### src/hspo_map.svh
`ifndef HSPO_MAP_SVH
`define HSPO_MAP_SVH

// ==========================================================
// register offsets (byte addresses on the register bus)
`define HSPO_ADDR_W 8
`define HSPO_OFF_PORT 8'h00
`define HSPO_OFF_CAPS 8'h04
`define HSPO_OFF_ROUTE 8'h08
`define HSPO_OFF_INT_STATUS 8'h0C
`define HSPO_OFF_INT_MASK 8'h10

// ==========================================================
// field positions of the port register
`define HSPO_IND_LSB 14
`define HSPO_HANDOVER_BIT 13
`define HSPO_POWER_BIT 12
`define HSPO_LINE_LSB 10
`define HSPO_ENABLE_BIT 2
`define HSPO_CONNECT_BIT 0

// field positions of the capability and routing registers
`define HSPO_IND_CAP_BIT 0
`define HSPO_PSW_CAP_BIT 1
`define HSPO_CONFIGURED_BIT 0

// interrupt status and mask bits
`define HSPO_INT_W 3
`define HSPO_INT_OVERCURRENT 0
`define HSPO_INT_LINE_CHANGE 1
`define HSPO_INT_HANDOVER 2

// ==========================================================
// reset values
`define HSPO_IND_RST 2'h0
`define HSPO_HANDOVER_RST 1'b1
`define HSPO_POWER_RST 1'b0
`define HSPO_CAPS_RST 2'h3
`define HSPO_ROUTE_RST 1'b0
`define HSPO_INT_MASK_RST 3'h0

// bus responses
`define HSPO_RESP_OKAY 2'h0
`define HSPO_RESP_SLVERR 2'h2

`endif

### src/hspo_pkg.sv
`default_nettype none

package hspo_pkg;

  // indicator colour codes, in field order
  typedef enum logic [1:0] {
    HSPO_LED_OFF,
    HSPO_LED_AMBER,
    HSPO_LED_GREEN,
    HSPO_LED_UNDEF
  } hspo_led_t;

  // the port fields this block owns, in register bit order 15..10
  typedef struct packed {
    hspo_led_t indicator;
    logic handover;
    logic power;
    logic [1:0] line_state;
  } hspo_portsc_t;

endpackage

`default_nettype wire

### src/hspo_port.sv
// What this block does
// - port indicator select writes are dropped while indicator capability is zero
// - with capability, indicator select 00 off, 01 amber, 10 green, 11 undefined
// - handover flag resets to one and clears when Configured rises
// - handover flag held at one while Configured is zero, beating writes
// - handover flag one routes the port to the companion controller
// - without power switch capability the port is always powered, power bit reads one
// - with power switch capability the power bit drives the switch, zero off
// - unpowered port is nonfunctional and reports no status changes; a handover flag change still sets its interrupt status bit
// - overcurrent on a powered switched port may clear the power bit
// - line-state field shows D+ in bit 11 and D- in bit 10
// - line state valid only when port disabled and device connected
// - line state is undefined while the port is unpowered
//
// Added by the designer: register access over AXI4-Lite and the address map.
`timescale 1ns/1ns
`include "hspo_map.svh"
`default_nettype none

module hspo_port (
  input wire logic aclk,
  input wire logic aresetn,
  input wire logic [`HSPO_ADDR_W-1:0] s_axi_awaddr,
  input wire logic s_axi_awvalid,
  output logic s_axi_awready,
  input wire logic [31:0] s_axi_wdata,
  input wire logic [3:0] s_axi_wstrb,
  input wire logic s_axi_wvalid,
  output logic s_axi_wready,
  output logic [1:0] s_axi_bresp,
  output logic s_axi_bvalid,
  input wire logic s_axi_bready,
  input wire logic [`HSPO_ADDR_W-1:0] s_axi_araddr,
  input wire logic s_axi_arvalid,
  output logic s_axi_arready,
  output logic [31:0] s_axi_rdata,
  output logic [1:0] s_axi_rresp,
  output logic s_axi_rvalid,
  input wire logic s_axi_rready,
  input wire logic line_dp,
  input wire logic line_dm,
  input wire logic overcurrent,
  input wire logic port_enable,
  input wire logic connect_status,
  output logic port_power_en,
  output logic companion_owns,
  output logic port_functional,
  output logic led_amber,
  output logic led_green,
  output logic irq
);

  // ==========================================================
  // register bus: write path
  logic awready_r, wready_r, bvalid_r, aw_have_r, w_have_r;
  logic [1:0] bresp_r;
  logic [`HSPO_ADDR_W-1:0] aw_addr_r;
  logic [31:0] w_data_r, wmask;
  logic [3:0] w_strb_r;
  logic aw_take, w_take, do_write, aw_have_nxt, w_have_nxt, bvalid_nxt;
  logic wr_port, wr_caps, wr_route, wr_mask, wr_mapped;

  assign aw_take = awready_r & s_axi_awvalid;
  assign w_take = wready_r & s_axi_wvalid;
  // the write lands one cycle after both halves are held, in either order
  assign do_write = aw_have_r & w_have_r;
  assign aw_have_nxt = (aw_have_r | aw_take) & ~do_write;
  assign w_have_nxt = (w_have_r | w_take) & ~do_write;
  assign bvalid_nxt = do_write | (bvalid_r & ~s_axi_bready);

  assign wr_port = do_write & (aw_addr_r == `HSPO_OFF_PORT);
  assign wr_caps = do_write & (aw_addr_r == `HSPO_OFF_CAPS);
  assign wr_route = do_write & (aw_addr_r == `HSPO_OFF_ROUTE);
  assign wr_mask = do_write & (aw_addr_r == `HSPO_OFF_INT_MASK);
  // the status register is read-to-clear; writes to it are accepted and ignored
  assign wr_mapped = wr_port | wr_caps | wr_route | wr_mask |
                     (aw_addr_r == `HSPO_OFF_INT_STATUS);

  for (genvar i = 0; i < 4; i++) begin : g_strb
    assign wmask[i*8 +: 8] = {8{w_strb_r[i]}};
  end

  always_ff @(posedge aclk) begin
    if (!aresetn) begin
      aw_have_r <= 1'b0;
      w_have_r <= 1'b0;
      awready_r <= 1'b0;
      wready_r <= 1'b0;
      bvalid_r <= 1'b0;
    end else begin
      aw_have_r <= aw_have_nxt;
      w_have_r <= w_have_nxt;
      awready_r <= ~aw_have_nxt & ~bvalid_nxt;
      wready_r <= ~w_have_nxt & ~bvalid_nxt;
      bvalid_r <= bvalid_nxt;
    end
  end

  always_ff @(posedge aclk) begin
    if (!aresetn) begin
      aw_addr_r <= '0;
      w_data_r <= 32'h0000_0000;
      w_strb_r <= 4'h0;
      bresp_r <= `HSPO_RESP_OKAY;
    end else begin
      if (aw_take) begin
        aw_addr_r <= s_axi_awaddr;
      end
      if (w_take) begin
        w_data_r <= s_axi_wdata;
        w_strb_r <= s_axi_wstrb;
      end
      if (do_write) begin
        bresp_r <= wr_mapped ? `HSPO_RESP_OKAY : `HSPO_RESP_SLVERR;
      end
    end
  end

  // ==========================================================
  // line inputs: two-stage synchronisers, then the field stage
  logic [2:0] sync1_r, sync2_r;
  logic [1:0] line_r;
  logic oc_s;

  always_ff @(posedge aclk) begin
    if (!aresetn) begin
      sync1_r <= 3'h0;
      sync2_r <= 3'h0;
      line_r <= 2'h0;
    end else begin
      sync1_r <= {overcurrent, line_dp, line_dm};
      sync2_r <= sync1_r;
      line_r <= sync2_r[1:0];
    end
  end

  assign oc_s = sync2_r[2];

  // ==========================================================
  // capability, routing and mask registers
  logic ind_cap_r, psw_cap_r, configured_r, configured_prev_r;
  logic [`HSPO_INT_W-1:0] int_mask_r;
  logic [31:0] port_word, port_merged;

  always_ff @(posedge aclk) begin
    if (!aresetn) begin
      {psw_cap_r, ind_cap_r} <= `HSPO_CAPS_RST;
      configured_r <= `HSPO_ROUTE_RST;
      configured_prev_r <= `HSPO_ROUTE_RST;
      int_mask_r <= `HSPO_INT_MASK_RST;
    end else begin
      configured_prev_r <= configured_r;
      if (wr_caps && w_strb_r[0]) begin
        ind_cap_r <= w_data_r[`HSPO_IND_CAP_BIT];
        psw_cap_r <= w_data_r[`HSPO_PSW_CAP_BIT];
      end
      if (wr_route && w_strb_r[0]) begin
        configured_r <= w_data_r[`HSPO_CONFIGURED_BIT];
      end
      if (wr_mask && w_strb_r[0]) begin
        int_mask_r <= w_data_r[`HSPO_INT_W-1:0];
      end
    end
  end

  // ==========================================================
  // port fields
  hspo_pkg::hspo_led_t ind_r;
  logic handover_r, power_r, handover_nxt, power_nxt, power_eff, oc_hit;
  hspo_pkg::hspo_portsc_t portsc;

  // a switchless port is hardwired on and shows one
  assign power_eff = psw_cap_r ? power_r : 1'b1;
  // overcurrent only acts on a switched port that is on
  assign oc_hit = psw_cap_r & power_r & oc_s;

  assign portsc.indicator = ind_r;
  assign portsc.handover = handover_r;
  assign portsc.power = power_eff;
  // an unpowered port has no meaningful levels, so it reads zero
  assign portsc.line_state = power_eff ? line_r : 2'h0;
  assign port_word = ({16'h0000, portsc, 10'h000}) |
                     (32'(port_enable) << `HSPO_ENABLE_BIT) |
                     (32'(connect_status) << `HSPO_CONNECT_BIT);
  assign port_merged = (port_word & ~wmask) | (w_data_r & wmask);

  always_comb begin
    handover_nxt = handover_r;
    if (!configured_r) begin
      handover_nxt = 1'b1;
    end else if (!configured_prev_r) begin
      handover_nxt = 1'b0;
    end else if (wr_port) begin
      handover_nxt = port_merged[`HSPO_HANDOVER_BIT];
    end
  end

  always_comb begin
    power_nxt = power_r;
    if (!psw_cap_r) begin
      power_nxt = 1'b1;
    end else if (oc_hit) begin
      power_nxt = 1'b0;
    end else if (wr_port) begin
      power_nxt = port_merged[`HSPO_POWER_BIT];
    end
  end

  always_ff @(posedge aclk) begin
    if (!aresetn) begin
      ind_r <= hspo_pkg::hspo_led_t'(`HSPO_IND_RST);
      handover_r <= `HSPO_HANDOVER_RST;
      power_r <= `HSPO_POWER_RST;
    end else begin
      if (wr_port && ind_cap_r) begin
        ind_r <= hspo_pkg::hspo_led_t'(port_merged[`HSPO_IND_LSB +: 2]);
      end
      handover_r <= handover_nxt;
      power_r <= power_nxt;
    end
  end

  // ==========================================================
  // port side outputs, registered from the same next values; the indicator lights from ind_r
  logic power_en_r, companion_r, functional_r, amber_r, green_r;

  always_ff @(posedge aclk) begin
    if (!aresetn) begin
      power_en_r <= 1'b0;
      companion_r <= `HSPO_HANDOVER_RST;
      functional_r <= 1'b0;
      amber_r <= 1'b0;
      green_r <= 1'b0;
    end else begin
      power_en_r <= power_nxt;
      companion_r <= handover_nxt;
      functional_r <= power_nxt;
      // undefined code lights nothing; no capability lights nothing
      amber_r <= ind_cap_r && (ind_r == hspo_pkg::HSPO_LED_AMBER);
      green_r <= ind_cap_r && (ind_r == hspo_pkg::HSPO_LED_GREEN);
    end
  end

  // ==========================================================
  // interrupt status: sticky, cleared by read, set beats clear
  logic [`HSPO_INT_W-1:0] int_status_r, int_event, int_status_nxt;
  logic irq_r, ar_take, rd_status;

  // line changes only count when the state is meaningful and powered
  assign int_event[`HSPO_INT_LINE_CHANGE] = power_eff & ~port_enable & connect_status &
                                            (sync2_r[1:0] != line_r);
  assign int_event[`HSPO_INT_OVERCURRENT] = oc_hit;
  assign int_event[`HSPO_INT_HANDOVER] = handover_nxt != handover_r;

  assign ar_take = s_axi_arready & s_axi_arvalid;
  assign rd_status = ar_take & (s_axi_araddr == `HSPO_OFF_INT_STATUS);
  assign int_status_nxt = (rd_status ? '0 : int_status_r) | int_event;

  always_ff @(posedge aclk) begin
    if (!aresetn) begin
      int_status_r <= '0;
      irq_r <= 1'b0;
    end else begin
      int_status_r <= int_status_nxt;
      irq_r <= |(int_status_nxt & int_mask_r);
    end
  end

  // ==========================================================
  // register bus: read path
  logic arready_r, rvalid_r, rvalid_nxt;
  logic [31:0] rdata_r;
  logic [1:0] rresp_r;

  assign rvalid_nxt = ar_take | (rvalid_r & ~s_axi_rready);

  always_ff @(posedge aclk) begin
    if (!aresetn) begin
      arready_r <= 1'b0;
      rvalid_r <= 1'b0;
      rdata_r <= 32'h0000_0000;
      rresp_r <= `HSPO_RESP_OKAY;
    end else begin
      arready_r <= ~rvalid_nxt;
      rvalid_r <= rvalid_nxt;
      if (ar_take) begin
        rresp_r <= `HSPO_RESP_OKAY;
        case (s_axi_araddr)
          `HSPO_OFF_PORT: begin
            rdata_r <= port_word;
          end
          `HSPO_OFF_CAPS: begin
            rdata_r <= {30'h0000_0000, psw_cap_r, ind_cap_r};
          end
          `HSPO_OFF_ROUTE: begin
            rdata_r <= {31'h0000_0000, configured_r};
          end
          `HSPO_OFF_INT_STATUS: begin
            rdata_r <= {29'h0000_0000, int_status_r};
          end
          `HSPO_OFF_INT_MASK: begin
            rdata_r <= {29'h0000_0000, int_mask_r};
          end
          default: begin
            rdata_r <= 32'h0000_0000;
            rresp_r <= `HSPO_RESP_SLVERR;
          end
        endcase
      end
    end
  end

  // ==========================================================
  // output wiring
  assign s_axi_awready = awready_r;
  assign s_axi_wready = wready_r;
  assign s_axi_bvalid = bvalid_r;
  assign s_axi_bresp = bresp_r;
  assign s_axi_arready = arready_r;
  assign s_axi_rvalid = rvalid_r;
  assign s_axi_rdata = rdata_r;
  assign s_axi_rresp = rresp_r;
  assign port_power_en = power_en_r;
  assign companion_owns = companion_r;
  assign port_functional = functional_r;
  assign led_amber = amber_r;
  assign led_green = green_r;
  assign irq = irq_r;

endmodule // hspo_port

`default_nettype wire

### config.mk
export PLATFORM = sky130hd
export DESIGN_NAME = hspo_port
export DESIGN_NICKNAME = d
export VERILOG_FILES = /design/src/hspo_pkg.sv /design/src/hspo_port.sv
export VERILOG_INCLUDE_DIRS = /design/src
export SDC_FILE = /design/constraint.sdc
export NUM_CORES = 1
export LEC_CHECK = 0
export ABC_AREA = 1
export ABC_CLOCK_PERIOD_IN_PS = 1900
export BUFFER_PORTS_ARGS = -buffer_cell sky130_fd_sc_hd__buf_2
export CELL_PAD_IN_SITES_DETAIL_PLACEMENT = 0
export CELL_PAD_IN_SITES_GLOBAL_PLACEMENT = 1
export CORE_ASPECT_RATIO = 1.5
export CORE_MARGIN = 4
export CORE_UTILIZATION = 35
export DETAILED_ROUTE_END_ITERATION = 6
export PLACE_DENSITY_LB_ADDON = 0.3
export SETUP_SLACK_MARGIN = 0.05
export SKIP_LAST_GASP = 1
export SYNTH_ARGS = -nofsm -noshare
export SYNTH_HDL_FRONTEND = slang
export SYNTH_SLANG_ARGS = --single-unit
### constraint.sdc
create_clock -name aclk -period 1.9 [get_ports aclk]
set_input_delay 0.19 -clock aclk [delete_from_list [all_inputs] [get_ports aclk]]
set_output_delay 0.19 -clock aclk [all_outputs]
set_load 0.1 [all_outputs]
==> results.py <==
metrics = {
    "timing": {
        "rsz0062_at_grt": "false",
        "setup_viol": 0,
        "hold_slack_ns": 0.0361,
        "period_minus_slack_ns": 1.45,
        "fin_worst_skew_ns": 0.00948,
        "fin_tns_setup_ns": 0,
        "clock.fmax_ghz": 0.690,
        "hold_violations": 0,
        "finalCritPeriodShare": 0.763,
        "drv_slew": 0,
    },
    "floorplanning": {
        "coreArea_um2": 7230,
        "dieArea_um2": 8860,
        "die_h_um": 113,
        "initial_core_util": 0.358,
        "std_cell_rows": 38,
        "die_w_um": 78.2,
        "io_pins": 111,
    },
    "flow_run": {
        "maxCapViolations": 0,
    },
    "cts": {
        "cts-buffers-inserted": 9,
        "post_cts_buffers": 0,
        "hold_buffers": 0,
        "cts_root_buffer": "clkbuf_8",
        "clock-sinks": 60,
        "clock_tree.buffer_depth": 2,
        "clkLatencyLatePin_ns": 0.34,
        "cts_tree": "built",
        "cts_resized": 0,
        "clkSlewWorstSetupHoldPaths_ns": 0.06,
        "cts_max_level": 3,
    },
    "logic_synthesis": {
        "syn_area_per_cell_um2": 7.67,
        "synth_seq_cells": 60,
        "synth-edff-count": 0,
        "synthArstFlopShare": 0,
        "synth_cell_types": 33,
        "syn_area_um2": 2590,
        "synth_ff_type": "dfxtp_1",
        "synthCells": 337,
        "ys_seq_area_frac": 0.464,
        "yosysWarnings": 0,
    },
    "worst_setup_path": {
        "crit_buf_inv": 1,
        "crit_top_cell": "nand2_1",
        "slowest_delay_ns": 0.32,
        "path_cells": "nand2_1 -> inv_1 -> nand2_1 -> nand2_1 -> nand2_1 -> nand2_1 -> nand2_1 -> nand2_1 -> nand2_1",
        "critPathKind": "flop to flop",
        "slowest_stage": "dfxtp_1",
        "critPathCaptureType": "flop",
        "reg2reg_depth": 9,
        "path_max_fanout": 11,
        "crit_start": "s_axi_arready",
        "worst_ep_required_time_ns": 2.13,
        "cp_num_cells": 9,
        "r2r-start": "s_axi_arready",
        "cp-start-kind": "flop",
        "worstPathArrival_ns": 1.68,
        "cp_top_family": "simple AND/OR/NAND/NOR gates",
    },
    "worst_hold_path": {
        "hold_path.class": "input port to flop",
        "worstHoldPathCells": 3,
        "min_from": "line_dp",
    },
    "final_layout": {
        "nNetsFinal": 462,
        "final_cell_mix": "59 x nand2_1, 59 x dfxtp_1, 58 x buf_2",
        "final_layout_size_suffix_gt1_frac": 0.239,
        "n_antenna_cell": 0,
        "area_delta_synth_final_pct": 19.4,
    },
    "global_route": {
        "met3_usage": 0.0486,
        "use_met1": 0.134,
        "grt_usage": 0.130,
        "grt_max_degree": 24,
        "grt_antenna_before_repair": 0,
        "grt_overflow_total": 0,
        "use_met2": 0.234,
        "grt_pass1_wl_um": 8890,
        "top_usage_layer": "met2",
        "grt_pass1_vias": 2001,
    },
    "routing": {
        "vias": 2161,
        "postRouteAntennaNets": 0,
        "vias_per_cell": 4.30,
        "dr.pass1.iters": 4,
        "routedWlPerCell_um": 10.9,
        "routed_wl_um": 5450,
        "drtIter0Drc": 99,
        "drc_errors": 0,
    },
    "power": {
        "ir_drop_uv": 434,
        "p_leak_nw": 1.52,
        "power.density_nw_per_um2": 992,
    },
    "placement": {
        "gp_congestion": 0.719,
        "dp_hpwl_um": 4300,
        "io_buffers": 58,
    },
    "status": {
        "outcome": "complete, no violations",
    },
}
## layout make-up
class | instances | area (µm²)
multi-input cells | 225 | 1090
well taps | 100 | 125
flip-flops and latches | 60 | 1200
inverters | 41 | 154
clock buffers | 9 | 124
fillers | 800 | 4140
repair buffers | 61 | 313
clock inverters | 6 | 80.1
## flip-flops by register name, indices dropped and copies added (netlist names), 2 cells and up, named ones only
register      flops
int_mask_r        3
sync1_r           3
w_data_r          7
s_axi_rdata       9
int_status_r      3
aw_addr_r         8
sync2_r           3
w_strb_r          2
line_r            2
## power by group
group / internal (W) / switching [W] / total, W
logic: 0.0000864 / 0.000434 / 0.000520
registers: 0.00131 / 0.0000267 / 0.00134
clock network: 0.000721 / 0.000485 / 0.00121
total: 0.00212 / 0.000946 / 0.00306
## final timing paths
kind / to / slack [ns]
worst max register to register: irq / 0.45
worst min-delay path: sync1_r[1] / 0.04
worst max-delay path: irq / 0.45
worst min register to register: sync2_r[1] / 0.40
## metrics by stage
stage          utilization  std cells  instance area (µm²)  setup WS, ns  power [W]
3_5_place_dp         0.399        487                 2880         0.404    0.00189
5_1_grt              0.427        502                 3090         0.189    0.00320
4_1_cts              0.427        502                 3090         0.394    0.00310
6_report             0.427        502                 3090         0.450    0.00306
2_1_floorplan            -        361                 2680         0.102    0.00184
3_3_place_gp         0.399        487                 2880         0.406    0.00188
## layer usage
layer  wire length, µm  share of wire  up-vias
li1                  -              -     1145
met1              2090           0.38      950
met2              2910           0.53       57
met3               360          0.066        9
met4                90          0.017        0
met5                 0              0        -
## synth_stat cells (2+ instances only)
| master | count | share of area |
|---|---|---|
| buf_2 | 3 | 0.0058 |
| nand4_1 | 4 | 0.0097 |
| nor2_1 | 39 | 0.057 |
| nand3_1 | 10 | 0.019 |
| nand2_1 | 59 | 0.086 |
| nand2_2 | 3 | 0.0073 |
| inv_1 | 38 | 0.055 |
| nor2_2 | 3 | 0.0073 |
| o211ai_1 | 6 | 0.017 |
| nor3_1 | 5 | 0.0097 |
| buf_4 | 26 | 0.075 |
| a21oi_1 | 25 | 0.048 |
| inv_2 | 3 | 0.0044 |
| nor2_4 | 3 | 0.013 |
| buf_1 | 2 | 0.0029 |
| o21ai_0 | 26 | 0.050 |
| dfxtp_1 | 60 | 0.46 |
| clkbuf_1 | 4 | 0.0058 |
| xor2_1 | 2 | 0.0068 |
| nand3_2 | 3 | 0.012 |
## worst reg2reg max path: cells and delay by family (launching register included)
kind          cells  cell delay (ns)
flops             1             0.32
simple gates      8             0.73
buf+inv           1             0.30
## kinds of logic (layout without fill, tap and decap cells)
| kind of cell | Yosys count | count (layout) | synth area share |
|---|---|---|---|
| buffers and inverters | 76 | 117 | 0.149 |
| flip-flops | 60 | 60 | 0.464 |
| XOR/XNOR | 2 | 2 | 0.00677 |
| other | 1 | 25 | 0.00145 |
| AND/OR/NAND/NOR | 135 | 135 | 0.245 |
| AO/OA/AOI/OAI | 63 | 63 | 0.133 |
Note: power is estimated with default switching activity, not from simulation.
